[src/verilog/awd_pkg.sv]
package awd_pkg;

    // ----------------------------------------
    // register offsets (byte addresses)
    // ----------------------------------------
    localparam logic [7:0] OFF_SECTOR_COUNT = 8'h00;
    localparam logic [7:0] OFF_SECTOR_NUMBER = 8'h04;
    localparam logic [7:0] OFF_CYLINDER_LOW = 8'h08;
    localparam logic [7:0] OFF_CYLINDER_HIGH = 8'h0c;
    localparam logic [7:0] OFF_DRIVE_SELECT = 8'h10;
    localparam logic [7:0] OFF_COMMAND_STATUS = 8'h14;
    localparam logic [7:0] OFF_ERROR = 8'h18;
    localparam logic [7:0] OFF_DEVICE_CONTROL = 8'h1c;
    localparam logic [7:0] OFF_IRQ_STATUS = 8'h20;
    localparam logic [7:0] OFF_IRQ_MASK = 8'h24;

    // ----------------------------------------
    // opcodes
    // ----------------------------------------
    localparam logic [7:0] OPC_WRITE_DMA = 8'hca;
    localparam logic [7:0] OPC_WRITE_DMA_FUA_EXT = 8'h3d;

    // ----------------------------------------
    // field positions
    // ----------------------------------------
    localparam int DRV_LBA_BIT = 6;
    localparam int CTL_HOB_BIT = 7;
    localparam int ERR_CRC_BIT = 7;
    localparam int ERR_IDN_BIT = 4;
    localparam int ERR_ABT_BIT = 2;
    localparam int ST_BSY_BIT = 7;
    localparam int ST_RDY_BIT = 6;
    localparam int ST_DF_BIT = 5;
    localparam int ST_DSC_BIT = 4;
    localparam int ST_DRQ_BIT = 3;
    localparam int ST_ERR_BIT = 0;
    localparam int IRQ_DONE_BIT = 0;
    localparam int IRQ_FAIL_BIT = 1;
    localparam int IRQ_W = 2;

    // ----------------------------------------
    // sizes and reset values
    // ----------------------------------------
    localparam int WORDS_PER_SECTOR = 256;
    localparam int COUNT28_ZERO = 256;
    localparam int COUNT48_ZERO = 65536;
    localparam int CHS_FIRST_SECTOR = 1;
    localparam logic [7:0] DRV_RESET = 8'ha0;
    localparam logic [31:0] RDATA_RESET = 32'h0000_0000;

    typedef enum logic [2:0] {
        AWD_IDLE,
        AWD_XFER,
        AWD_MEDIA,
        AWD_FLUSH,
        AWD_DONE
    } awd_fsm_t;

    // toward the media write path
    typedef struct packed {
        logic [15:0] word;
        logic word_valid;
        logic sector_end;
        logic [47:0] addr;
        logic flush_req;
    } awd_media_out_t;

    // answers from the media write path
    typedef struct packed {
        logic sector_done;
        logic sector_fail;
        logic flush_done;
    } awd_media_in_t;

endpackage

[src/verilog/awd_write_dma.sv]
`timescale 1ns/100ps
// Operation
// both 28-bit opcodes accepted, retry bit ignored
// 8-bit count, zero means 256
// sector number or address bits 0-7
// cylinder pair or address bits 8-23
// head field or address bits 24-27
// payload moves as 16-bit words
// host arms DMA before writing command
// transfers only while DMA request asserted
// one interrupt per command, after status
// stop at failing sector
// count register returns sectors not transferred
// address registers return last transferred sector
// head field returns last sector head
// forced-access write commits before ending status
// 16-bit count from current and previous
// 48-bit count zero means 65536
// 48-bit address from current and previous
// 48-bit failure reports first error address
// ending status and error bit set
module awd_write_dma #(
    parameter int SECTORS_PER_TRACK = 63,
    parameter int HEADS = 16
) (
    input wire logic clk,
    input wire logic rst_n,
    input wire logic psel,
    input wire logic penable,
    input wire logic pwrite,
    input wire logic [7:0] paddr,
    input wire logic [31:0] pwdata,
    output logic [31:0] prdata,
    output logic pready,
    output logic pslverr,
    output logic irq,
    output logic dma_req,
    input wire logic dma_ack,
    input wire logic [15:0] dma_data,
    input wire logic crc_error,
    output awd_pkg::awd_media_out_t media_out,
    input wire awd_pkg::awd_media_in_t media_in
);
    import awd_pkg::*;

    // ----------------------------------------
    // state
    // ----------------------------------------
    typedef struct packed {
        awd_fsm_t fsm;
        logic [7:0] sc_cur;
        logic [7:0] sc_prev;
        logic [7:0] sn_cur;
        logic [7:0] sn_prev;
        logic [7:0] cl_cur;
        logic [7:0] cl_prev;
        logic [7:0] ch_cur;
        logic [7:0] ch_prev;
        logic [7:0] drv;
        logic [7:0] err;
        logic high_order_byte_select;
        logic is48;
        logic lba_mode;
        logic failed;
        logic [47:0] addr;
        logic [47:0] last;
        logic [16:0] remain;
        logic [7:0] word_cnt;
        logic ack_meta;
        logic ack_sync;
        logic ack_prev;
        logic [15:0] dat_meta;
        logic [15:0] dat_sync;
        awd_media_out_t mo;
        logic [IRQ_W-1:0] irq_stat;
        logic [IRQ_W-1:0] irq_mask;
        logic [31:0] rdata;
    } awd_state_t;

    localparam logic [7:0] WORD_LAST = 8'(WORDS_PER_SECTOR - 1);
    localparam logic [16:0] CNT28_ZERO = 17'(COUNT28_ZERO);
    localparam logic [16:0] CNT48_ZERO = 17'(COUNT48_ZERO);
    localparam logic [7:0] SPT = 8'(SECTORS_PER_TRACK);
    localparam logic [3:0] HEAD_LAST = 4'(HEADS - 1);
    localparam logic [7:0] FIRST_SEC = 8'(CHS_FIRST_SECTOR);

    awd_state_t state_reg;
    awd_state_t state_next;

    logic setup;
    logic wr_access;
    logic ack_rise;
    logic [7:0] status;
    logic [7:0] ctl_byte;

    // next address: block mode counts up, chs walks sector, head, cylinder
    function automatic logic [47:0] next_addr(input logic [47:0] a, input logic lba);
        logic [47:0] n;
        n = a;
        if (lba)
            n = a + 48'h1;
        else if (a[7:0] < SPT)
            n[7:0] = a[7:0] + 8'h1;
        else
        begin
            n[7:0] = FIRST_SEC;
            if (a[27:24] < HEAD_LAST)
                n[27:24] = a[27:24] + 4'h1;
            else
            begin
                n[27:24] = 4'h0;
                n[23:8] = a[23:8] + 16'h1;
            end
        end
        return n;
    endfunction

    // ----------------------------------------
    // bus and status decode
    // ----------------------------------------
    assign setup = psel && !penable;
    assign wr_access = psel && penable && pwrite;
    assign pready = 1'b1;
    assign pslverr = 1'b0;
    assign ack_rise = state_reg.ack_sync && !state_reg.ack_prev;

    always_comb
    begin
        status = 8'h00;
        status[ST_BSY_BIT] = (state_reg.fsm != AWD_IDLE);
        status[ST_RDY_BIT] = 1'b1;
        status[ST_DF_BIT] = 1'b0;
        status[ST_DSC_BIT] = 1'b1;
        status[ST_DRQ_BIT] = (state_reg.fsm == AWD_XFER);
        status[ST_ERR_BIT] = (state_reg.err != 8'h00);
        ctl_byte = 8'h00;
        ctl_byte[CTL_HOB_BIT] = state_reg.high_order_byte_select;
    end

    // ----------------------------------------
    // next state
    // ----------------------------------------
    always_comb
    begin
        logic idle;
        logic [16:0] cnt;
        logic [7:0] opc;
        logic fail_now;
        logic [IRQ_W-1:0] ev;
        idle = 1'b0;
        cnt = 17'h0;
        opc = 8'h00;
        fail_now = 1'b0;
        ev = '0;
        state_next = state_reg;
        idle = (state_reg.fsm == AWD_IDLE);

        // pin synchronisers
        state_next.ack_meta = dma_ack;
        state_next.ack_sync = state_reg.ack_meta;
        state_next.ack_prev = state_reg.ack_sync;
        state_next.dat_meta = dma_data;
        state_next.dat_sync = state_reg.dat_meta;
        state_next.mo.word_valid = 1'b0;
        state_next.mo.sector_end = 1'b0;

        // read data is registered in the setup phase
        if (setup && !pwrite)
        begin
            state_next.rdata = RDATA_RESET;
            unique case (paddr)
                OFF_SECTOR_COUNT: state_next.rdata[7:0] =
                    state_reg.high_order_byte_select ? state_reg.sc_prev : state_reg.sc_cur;
                OFF_SECTOR_NUMBER: state_next.rdata[7:0] =
                    state_reg.high_order_byte_select ? state_reg.sn_prev : state_reg.sn_cur;
                OFF_CYLINDER_LOW: state_next.rdata[7:0] =
                    state_reg.high_order_byte_select ? state_reg.cl_prev : state_reg.cl_cur;
                OFF_CYLINDER_HIGH: state_next.rdata[7:0] =
                    state_reg.high_order_byte_select ? state_reg.ch_prev : state_reg.ch_cur;
                OFF_DRIVE_SELECT: state_next.rdata[7:0] = state_reg.drv;
                OFF_COMMAND_STATUS: state_next.rdata[7:0] = status;
                OFF_ERROR: state_next.rdata[7:0] = state_reg.err;
                OFF_DEVICE_CONTROL: state_next.rdata[7:0] = ctl_byte;
                OFF_IRQ_STATUS: state_next.rdata[IRQ_W-1:0] = state_reg.irq_stat;
                OFF_IRQ_MASK: state_next.rdata[IRQ_W-1:0] = state_reg.irq_mask;
                default: state_next.rdata = RDATA_RESET;
            endcase
        end

        // writes take effect at the access edge; task file is locked while busy
        if (wr_access)
        begin
            unique case (paddr)
                OFF_SECTOR_COUNT:
                if (idle)
                begin
                    state_next.sc_prev = state_reg.sc_cur;
                    state_next.sc_cur = pwdata[7:0];
                end
                OFF_SECTOR_NUMBER:
                if (idle)
                begin
                    state_next.sn_prev = state_reg.sn_cur;
                    state_next.sn_cur = pwdata[7:0];
                end
                OFF_CYLINDER_LOW:
                if (idle)
                begin
                    state_next.cl_prev = state_reg.cl_cur;
                    state_next.cl_cur = pwdata[7:0];
                end
                OFF_CYLINDER_HIGH:
                if (idle)
                begin
                    state_next.ch_prev = state_reg.ch_cur;
                    state_next.ch_cur = pwdata[7:0];
                end
                OFF_DRIVE_SELECT:
                if (idle)
                    state_next.drv = pwdata[7:0];
                OFF_DEVICE_CONTROL: state_next.high_order_byte_select = pwdata[CTL_HOB_BIT];
                OFF_IRQ_MASK: state_next.irq_mask = pwdata[IRQ_W-1:0];
                OFF_COMMAND_STATUS:
                if (idle)
                    opc = pwdata[7:0];
                default: ;
            endcase
        end

        unique case (state_reg.fsm)
            AWD_IDLE:
            if (opc != 8'h00)
            begin
                state_next.err = 8'h00;
                state_next.failed = 1'b0;
                state_next.word_cnt = 8'h00;
                state_next.high_order_byte_select = 1'b0;
                if (opc[7:1] == OPC_WRITE_DMA[7:1])
                begin
                    state_next.is48 = 1'b0;
                    state_next.lba_mode = state_reg.drv[DRV_LBA_BIT];
                    cnt = {9'h0, state_reg.sc_cur};
                    state_next.remain = (cnt == 17'h0) ? CNT28_ZERO : cnt;
                    state_next.addr = {20'h0, state_reg.drv[3:0],
                        state_reg.ch_cur, state_reg.cl_cur,
                        state_reg.sn_cur};
                    state_next.fsm = AWD_XFER;
                end
                else if (opc == OPC_WRITE_DMA_FUA_EXT)
                begin
                    state_next.is48 = 1'b1;
                    state_next.lba_mode = 1'b1;
                    cnt = {1'b0, state_reg.sc_prev, state_reg.sc_cur};
                    state_next.remain = (cnt == 17'h0) ? CNT48_ZERO : cnt;
                    state_next.addr = {state_reg.ch_prev, state_reg.cl_prev,
                        state_reg.sn_prev, state_reg.ch_cur,
                        state_reg.cl_cur, state_reg.sn_cur};
                    state_next.fsm = AWD_XFER;
                end
                else
                begin
                    state_next.err[ERR_ABT_BIT] = 1'b1;
                    state_next.fsm = AWD_DONE;
                end
                state_next.last = state_next.addr;
                state_next.mo.addr = state_next.addr;
            end
            AWD_XFER:
            // dma_req only high here; host moves a word per ack while it stands
            if (ack_rise)
            begin
                state_next.mo.word = state_reg.dat_sync;
                state_next.mo.word_valid = 1'b1;
                state_next.word_cnt = state_reg.word_cnt + 8'h1;
                if (state_reg.word_cnt == WORD_LAST)
                begin
                    state_next.mo.sector_end = 1'b1;
                    state_next.fsm = AWD_MEDIA;
                end
            end
            AWD_MEDIA:
            if (media_in.sector_done)
            begin
                fail_now = media_in.sector_fail;
                if (fail_now)
                begin
                    // first failing sector ends the command
                    state_next.err[ERR_IDN_BIT] = 1'b1;
                    state_next.failed = 1'b1;
                    if (state_reg.is48)
                        state_next.last = state_reg.addr;
                    state_next.fsm = AWD_DONE;
                end
                else
                begin
                    state_next.last = state_reg.addr;
                    state_next.remain = state_reg.remain - 17'h1;
                    state_next.addr = next_addr(state_reg.addr, state_reg.lba_mode);
                    state_next.mo.addr = state_next.addr;
                    if (state_reg.remain == 17'h1)
                        state_next.fsm = state_reg.is48 ? AWD_FLUSH : AWD_DONE;
                    else
                        state_next.fsm = AWD_XFER;
                end
            end
            AWD_FLUSH:
            // ending status held back until the media confirms the commit
            if (media_in.flush_done)
                state_next.fsm = AWD_DONE;
            AWD_DONE:
            begin
                // write back progress registers and raise one interrupt in the same cycle
                state_next.sc_cur = state_reg.remain[7:0];
                state_next.sc_prev = state_reg.remain[15:8];
                state_next.sn_cur = state_reg.last[7:0];
                state_next.cl_cur = state_reg.last[15:8];
                state_next.ch_cur = state_reg.last[23:16];
                if (state_reg.is48)
                begin
                    state_next.sn_prev = state_reg.last[31:24];
                    state_next.cl_prev = state_reg.last[39:32];
                    state_next.ch_prev = state_reg.last[47:40];
                end
                else
                    state_next.drv[3:0] = state_reg.last[27:24];
                ev[IRQ_DONE_BIT] = 1'b1;
                ev[IRQ_FAIL_BIT] = state_reg.failed || (state_reg.err != 8'h00);
                state_next.fsm = AWD_IDLE;
            end
            default: state_next.fsm = AWD_IDLE;
        endcase

        // link crc errors seen during transfer are reported at the end
        if (crc_error && state_reg.fsm == AWD_XFER)
            state_next.err[ERR_CRC_BIT] = 1'b1;

        state_next.mo.flush_req = (state_next.fsm == AWD_FLUSH);

        // sticky events: a new event beats a same-cycle clear
        if (wr_access && paddr == OFF_IRQ_STATUS)
            state_next.irq_stat = state_reg.irq_stat & ~pwdata[IRQ_W-1:0];
        state_next.irq_stat = state_next.irq_stat | ev;
    end

    // ----------------------------------------
    // registers
    // ----------------------------------------
    always_ff @(posedge clk)
    begin
        if (!rst_n)
        begin
            state_reg <= '0;
            state_reg.fsm <= AWD_IDLE;
            state_reg.drv <= DRV_RESET;
        end
        else
            state_reg <= state_next;
    end

    // ----------------------------------------
    // outputs
    // ----------------------------------------
    assign prdata = state_reg.rdata;
    assign dma_req = (state_reg.fsm == AWD_XFER);
    assign irq = |(state_reg.irq_stat & state_reg.irq_mask);
    assign media_out = state_reg.mo;

endmodule

[config.mk]
export PLATFORM = sky130hd
export DESIGN_NAME = awd_write_dma
export DESIGN_NICKNAME = d
export VERILOG_FILES = /design/src/verilog/awd_pkg.sv /design/src/verilog/awd_write_dma.sv
export SDC_FILE = /design/constraint.sdc
export NUM_CORES = 1
export LEC_CHECK = 0
export ABC_AREA = 0
export BUFFER_PORTS_ARGS = -buffer_cell sky130_fd_sc_hd__buf_2
export CAP_MARGIN = 20
export CORE_MARGIN = 1.5
export CORE_UTILIZATION = 55
export CTS_CLUSTER_SIZE = 40
export DETAILED_ROUTE_END_ITERATION = 8
export PLACE_DENSITY = 0.75
export SETUP_SLACK_MARGIN = 0.2
export SLEW_MARGIN = 20
export SYNTH_ARGS = -nofsm -noshare
export SYNTH_HDL_FRONTEND = slang
export SYNTH_SLANG_ARGS = --single-unit
[constraint.sdc]
create_clock -name clk -period 3.9 [get_ports clk]
set_input_delay 0.585 -clock clk [delete_from_list [all_inputs] [get_ports clk]]
set_output_delay 0.585 -clock clk [all_outputs]
set_load 0.02 [all_outputs]
Yosys cells after proc, flatten, opt, wreduce, memory -nomap -nowiden --
Cells that the tools add are included.
Storage, ports and cells: register bits 317, bits in latches 0, bits in writable memories 0, ROM bits 0, bits of input ports 66, output and inout bits 103, logic and storage cells 196, memories 0
Operators by class: add/sub/neg operators 6, $mul 0, divide/modulo/power cells 0, order comparisons 2, eq/ne operators 25, shift operators 0, mux-type cells 77, bitwise logic cells 4, reduce and logical (&&, ||, !) cells 47
Operators with widths (number):
- 48-bit two-way mux | 7
- 114-bit case mux with 2 select lines | 1
- 16-bit two-way mux | 9
- 133-bit two-way mux | 1
- 114-bit two-way mux | 1
- 8-bit two-way mux | 14
- 48-bit case mux with 2 select lines | 1
- 72-bit two-way mux | 1
- 17-bit two-way mux | 4
- 64-bit two-way mux | 1
- 48-bit by 1-bit adder with 48-bit output, second input constant | 1
- 6-bit case mux with 8 select lines | 1
- 20-bit two-way mux | 2
- 3-bit two-way mux | 12
- 8-bit by 5-bit == test with 1-bit output, second input constant | 4
- 28-bit two-way mux | 1
- 8-bit by 6-bit == test with 1-bit output, second input constant | 3
- 3-bit AND reduction | 8
- 2-bit nonzero test | 11
- 17-bit by 1-bit == test with 1-bit output, second input constant | 1
- 17-bit by 1-bit subtractor with 17-bit output, second input constant | 1
- 16-bit by 1-bit adder with 16-bit output, second input constant | 1
- 8-bit by 1-bit adder with 8-bit output, second input constant | 2
- 8-bit by 4-bit == test with 1-bit output, second input constant | 2
- 36 further kinds | 71

Longest topological paths before layout --
word-level depth 10, gate-level depth with buffers 11, gate-level depth less buffers 7

Worst setup path before layout --
OpenSTA, ideal clock, no wires.
path type input-to-reg, start point in paddr[4], end point reg state_reg[248] in the netlist's numbering, setup time 0.115 ns, data arrival time 2.853 ns, data required time 3.785 ns, path slack 0.932 ns, stages on the path 9, buffers on the path 3, cells stage by stage buf_2 > or4b_1 > clkbuf_2 > or4_4 > buf_6 > nor2_8 > mux2_2 > a221o_1 > o21a_1
Between the ends: longest elaborated chain between the ends 8, elaborated cells between the ends (all ways) 12, those cells by class eq/ne: 4; mux: 6; reduce/logical: 2
Ends and longest elaborated chain:
- from (decl) | line awd_write_dma.sv:31 | input wire logic [7:0] paddr,
- 8-bit by 5-bit == test with 1-bit output * | line awd_write_dma.sv:193 | unique case (paddr)
- 8-bit two-way mux * | line awd_write_dma.sv:193
- 8-bit two-way mux * | line awd_write_dma.sv:191 | if (wr_access)
- 8-bit by 6-bit == test with 1-bit output | line awd_write_dma.sv:249 | else if (opc == OPC_WRITE_DMA_FUA_EXT)
- 48-bit two-way mux | line awd_write_dma.sv:249
- 48-bit two-way mux | line awd_write_dma.sv:238 | if (opc[7:1] == OPC_WRITE_DMA[7:1])
- 133-bit two-way mux | line awd_write_dma.sv:232 | if (opc != 8'h00)
- 114-bit case mux with 2 select lines | line awd_write_dma.sv:230 | unique case (state_reg.fsm)
- to (signal assigned) | line awd_write_dma.sv:357 | state_reg <= state_next;
- to (decl) | line awd_write_dma.sv:87 | awd_state_t state_reg;
Every way passes the cells marked *; elsewhere a longest branch is shown, timed or not. The select of a mux whose other input is x is not followed. A chain may end at the register's enable or synchronous reset.

Worst setup path after layout --
start point reg state_reg[344] in the netlist's numbering, end point reg state_reg[254] in the netlist's numbering
Between the ends: longest elaborated chain between the ends 9, elaborated cells between the ends (all ways) 17, those cells by class eq/ne: 6; mux: 7; reduce/logical: 4
Ends and longest elaborated chain:
- 3-bit logical NOT | line awd_write_dma.sv:156, awd_write_dma.sv:230
- 8-bit two-way mux | line awd_write_dma.sv:224 | if (idle)
- 8-bit two-way mux | line awd_write_dma.sv:193
- 8-bit two-way mux | line awd_write_dma.sv:191
- 8-bit by 6-bit == test with 1-bit output | line awd_write_dma.sv:249
- 48-bit two-way mux | line awd_write_dma.sv:249
- 48-bit two-way mux | line awd_write_dma.sv:238
- 133-bit two-way mux | line awd_write_dma.sv:232
- 114-bit case mux with 2 select lines | line awd_write_dma.sv:230
Parallel ways exist; a longest one is shown, timed or not. The select of a mux whose other input is x is not followed.

==> impl_results.md <==
* Placed standard-cell area at 0.01648 mm^2
* Final RePlAce weighted congestion at 1.007
* Combinational power share at 3.2%
* Yosys warning total at 0
* CTS Sinks at approximately 320
* Largest fanout on the critical path at 25
* Final TNS setup at 0 ns
* First-pass GRT wire length at a little over 80000 um
* Vias per cell at roughly 6.7
* Net Sw Power at 0.001499 W
* Filler cells at between 2000 and 3000
* Hold Vio Cnt, Final at 0
* # IOs at 169
* WL/cell at between 20 and 25 um
* Crit Path Class: register to register
* Worst slew pin tran at roughly 1.2 ns
* FF+latch count, synth at 316
* Setup Viol. Count Final at 0
* Post_cts resized at 0
* Clock Latency Late Sink at roughly 0.53 ns
* Worst hold path type: input pin to register
* Leak at approximately 6.7 nW
* DRT Pass-1 Iters at 9
* Final slew viol count at 0
* Worst VDD drop at 0.3518 mV
* Register area share after synthesis at approximately 39%
* Post-synth top area share at between 30 and 40%
* Vias in the first global route at roughly 15000
* Startpoint class of the critical path: register
* Largest net degree at the start of global routing at just over 80
* Syn_area_per_cell at around 8.2 um^2
* Async SR Flop Fraction at 0%
* Mapped Cells at slightly below 2000
* Hold Buf Count CTS at 0
* Register-to-register setup slack at 0.73 ns
* DRC at 0
* Hold Path Sink: state_next[106]$_SDFF_PN0_
* Worst-path clk slew at around 0.06 ns
* TritonCTS clock tree: done
* Reg2Reg Depth at 6
* Die Wd at between 150 and 200 um
* Number of H-tree levels at 2
* Mapped cell area at 0.01629 mm^2
* Fin util at just over 60%
* Max_slew headroom at a little over a fifth
* Overall routing resource usage at around a third
* P_int at ~0.0053 W
* WP data required at around 4.3 ns
* End of the worst register-to-register path: state_reg[254]$_SDFFE_PN0P_
* WL final at ~54000 um
* Cells after DPL at roughly 2300
* Layout cells sized above 1 at between 10% and 20%
* Initial DRC count at between 2000 and 2500
* Row cnt at 62
* Post-synth EDFFs at 0
* Dpl hpwl at 37610 um
* CTS root buf: clkbuf_16
* Antenna viol nets, final at 0
* Synth area leader: dfxtp_1
* Total CTS buffers at 35
* Power per cell area at about 380 mW/mm^2
* Period utilization at 81.21%
* CORE AREA at 0.02894 mm^2
* Grt ovf at 0
* Hold_ws at roughly 0.26 ns
* Clock buffer depth at 3
* Tmin final at about 3.2 ns
* Vias at 15729
* # Post-CTS Setup Buffers at 0
* Area Growth Syn to Fin at 8.182%
* Cell variety after synth at 85
* List of most frequent post-synthesis cells: dfxtp_1 (316), nand2_1 (222), nor2_1 (174)
* RSZ-0062 raised after global routing: no
* Switching Fraction at between 20 and 25%
* Die height at ~180 um
* FF+latch area at 0.006326 mm^2
* Initial antenna violation count at 2
* Max reg flops at around 220
* Predominant post-synthesis flop cell: dfxtp_1
* Final non-filler cell total at 2362
* Outcome: complete, no violations
* Max cap viols at 0
* Clock share of power at between 40% and 50%
* Crit path capture type: register
* Max Fclk at approximately 0.32 GHz
* Worst Hold Launch: dma_data[3]
* Starting Density at 56.28%
* Multi-input gate area at 0.008516 mm^2
* # port buffers at ~120
* Count leader, synth: dfxtp_1
* Clock skew at approximately 0.022 ns
* Flop pwr share at about half
* Final Instance Area at between 0.015 and 0.02 mm^2
* FF-to-FF Start: state_reg[344]$_SDFF_PN0_
* Worst hold stages at 2
* Die ar. at roughly 0.031 mm^2
* Dominant cells by area after synthesis: dfxtp_1 (39%), nand2_1 (5.1%), buf_4 (4.8%), nor2_1 (4.0%), a21oi_1 (3.7%)
* Nets at roughly 2000
* Data arrival, critical path at 3.61 ns
==> cell usage in the layout (no fill, tap or decap), types with 8 or more instances in the layout <==
cell type,netlist,final
nand2_1,222,222
nand4_1,21,21
a311oi_1,29,29
xnor2_1,22,22
a31oi_1,24,24
or4_1,13,13
nand2b_1,8,8
nor4_1,37,35
and3_1,22,22
o21ai_0,116,116
o211a_1,8,8
and4_1,11,11
a211oi_1,15,15
o21a_1,40,40
or3_1,11,11
a21oi_1,120,119
o221ai_2,8,8
a222oi_1,24,24
mux2i_1,31,31
nor2_1,174,173
mux2_2,13,13
nor3_1,37,36
dfxtp_1,316,316
a221oi_1,41,41
nor3b_1,8,8
conb_1,2,26
xor2_1,16,16
o211ai_1,12,12
clkbuf_16,0,36
buf_4,105,61
buf_2,29,117
inv_1,26,25
and2_1,51,50
nand3_1,66,66
a22oi_1,37,36
==> power groups by stage <==
| stage | sequential (W) | clock (W) | combinational [W] |
|---|---|---|---|
| after floorplan | 0.00332 | 0 | 0.000148 |
| after global placement | 0.00332 | 0 | 0.000210 |
| after detailed placement | 0.00332 | 0 | 0.000212 |
| after CTS | 0.00325 | 0.00332 | 0.000213 |
| after global routing | 0.00325 | 0.00345 | 0.000231 |
| final | 0.00325 | 0.00329 | 0.000218 |
==> logic make-up after synthesis <==
family          Yosys count  synth area share [%]
buf+inv                 285                 9.688
compound gates          575                 24.91
xor+xnor                 38                 2.044
flops                   316                 38.84
mux                      44                 2.804
simple gates            709                 21.20
other cells               2               0.04611
fa+ha+maj                 6                0.4610
==> area by class of cell <==
type,instances,area share (%)
timing repair buffer,179,6.037
tap,384,2.727
multi-input combinational,1398,48.33
clock inverter,9,0.6250
sequential,316,35.91
antenna,1,0.01420
clock buffer,49,5.788
inverter,26,0.5681
==> critical path, stage by stage (launching register included) <==
cell     delay [ns]
dfxtp_1        0.51
buf_4          0.23
or3b_2         0.63
buf_4          0.31
nor2_1         0.81
o21ai_0        0.33
a22oi_1        0.25
==> how the worst max path moves through the flow <==
stage / end / from / slack, ns
3_5_place_dp: state_reg[158]$_SDFFE_PN0P_ / paddr[5] / 0.53
4_1_cts: state_reg[254]$_SDFFE_PN0P_ / state_reg[344]$_SDFF_PN0_ / 0.83
5_1_grt: state_reg[252]$_SDFFE_PN0P_ / state_reg[344]$_SDFF_PN0_ / 0.59
3_3_place_gp: media_out[38]$_SDFFE_PN0P_ / paddr[5] / 0.53
2_1_floorplan: state_reg[248]$_SDFFE_PN0P_ / paddr[4] / 0.93
6_report: state_reg[254]$_SDFFE_PN0P_ / state_reg[344]$_SDFF_PN0_ / 0.73
==> routing by layer <==
layer / vias up / wire length, um / GRT usage [%]
met3: 220 / 5751 / 6.636
li1: 7107 / - / -
met5: - / 19 / 0
met2: 929 / 23850 / 54.45
met1: 7471 / 20760 / 44.04
met4: 2 / 3303 / 19.23
==> per-stage QoR <==
step | setup slack, ns | power (W)
after floorplan | 0.9320 | 0.003469
after global placement | 0.5291 | 0.003532
after detailed placement | 0.5262 | 0.003535
after CTS | 0.8261 | 0.006785
after global routing | 0.5926 | 0.006932
final | 0.7330 | 0.006755
No activity file was read; power rests on OpenSTA's default activity.
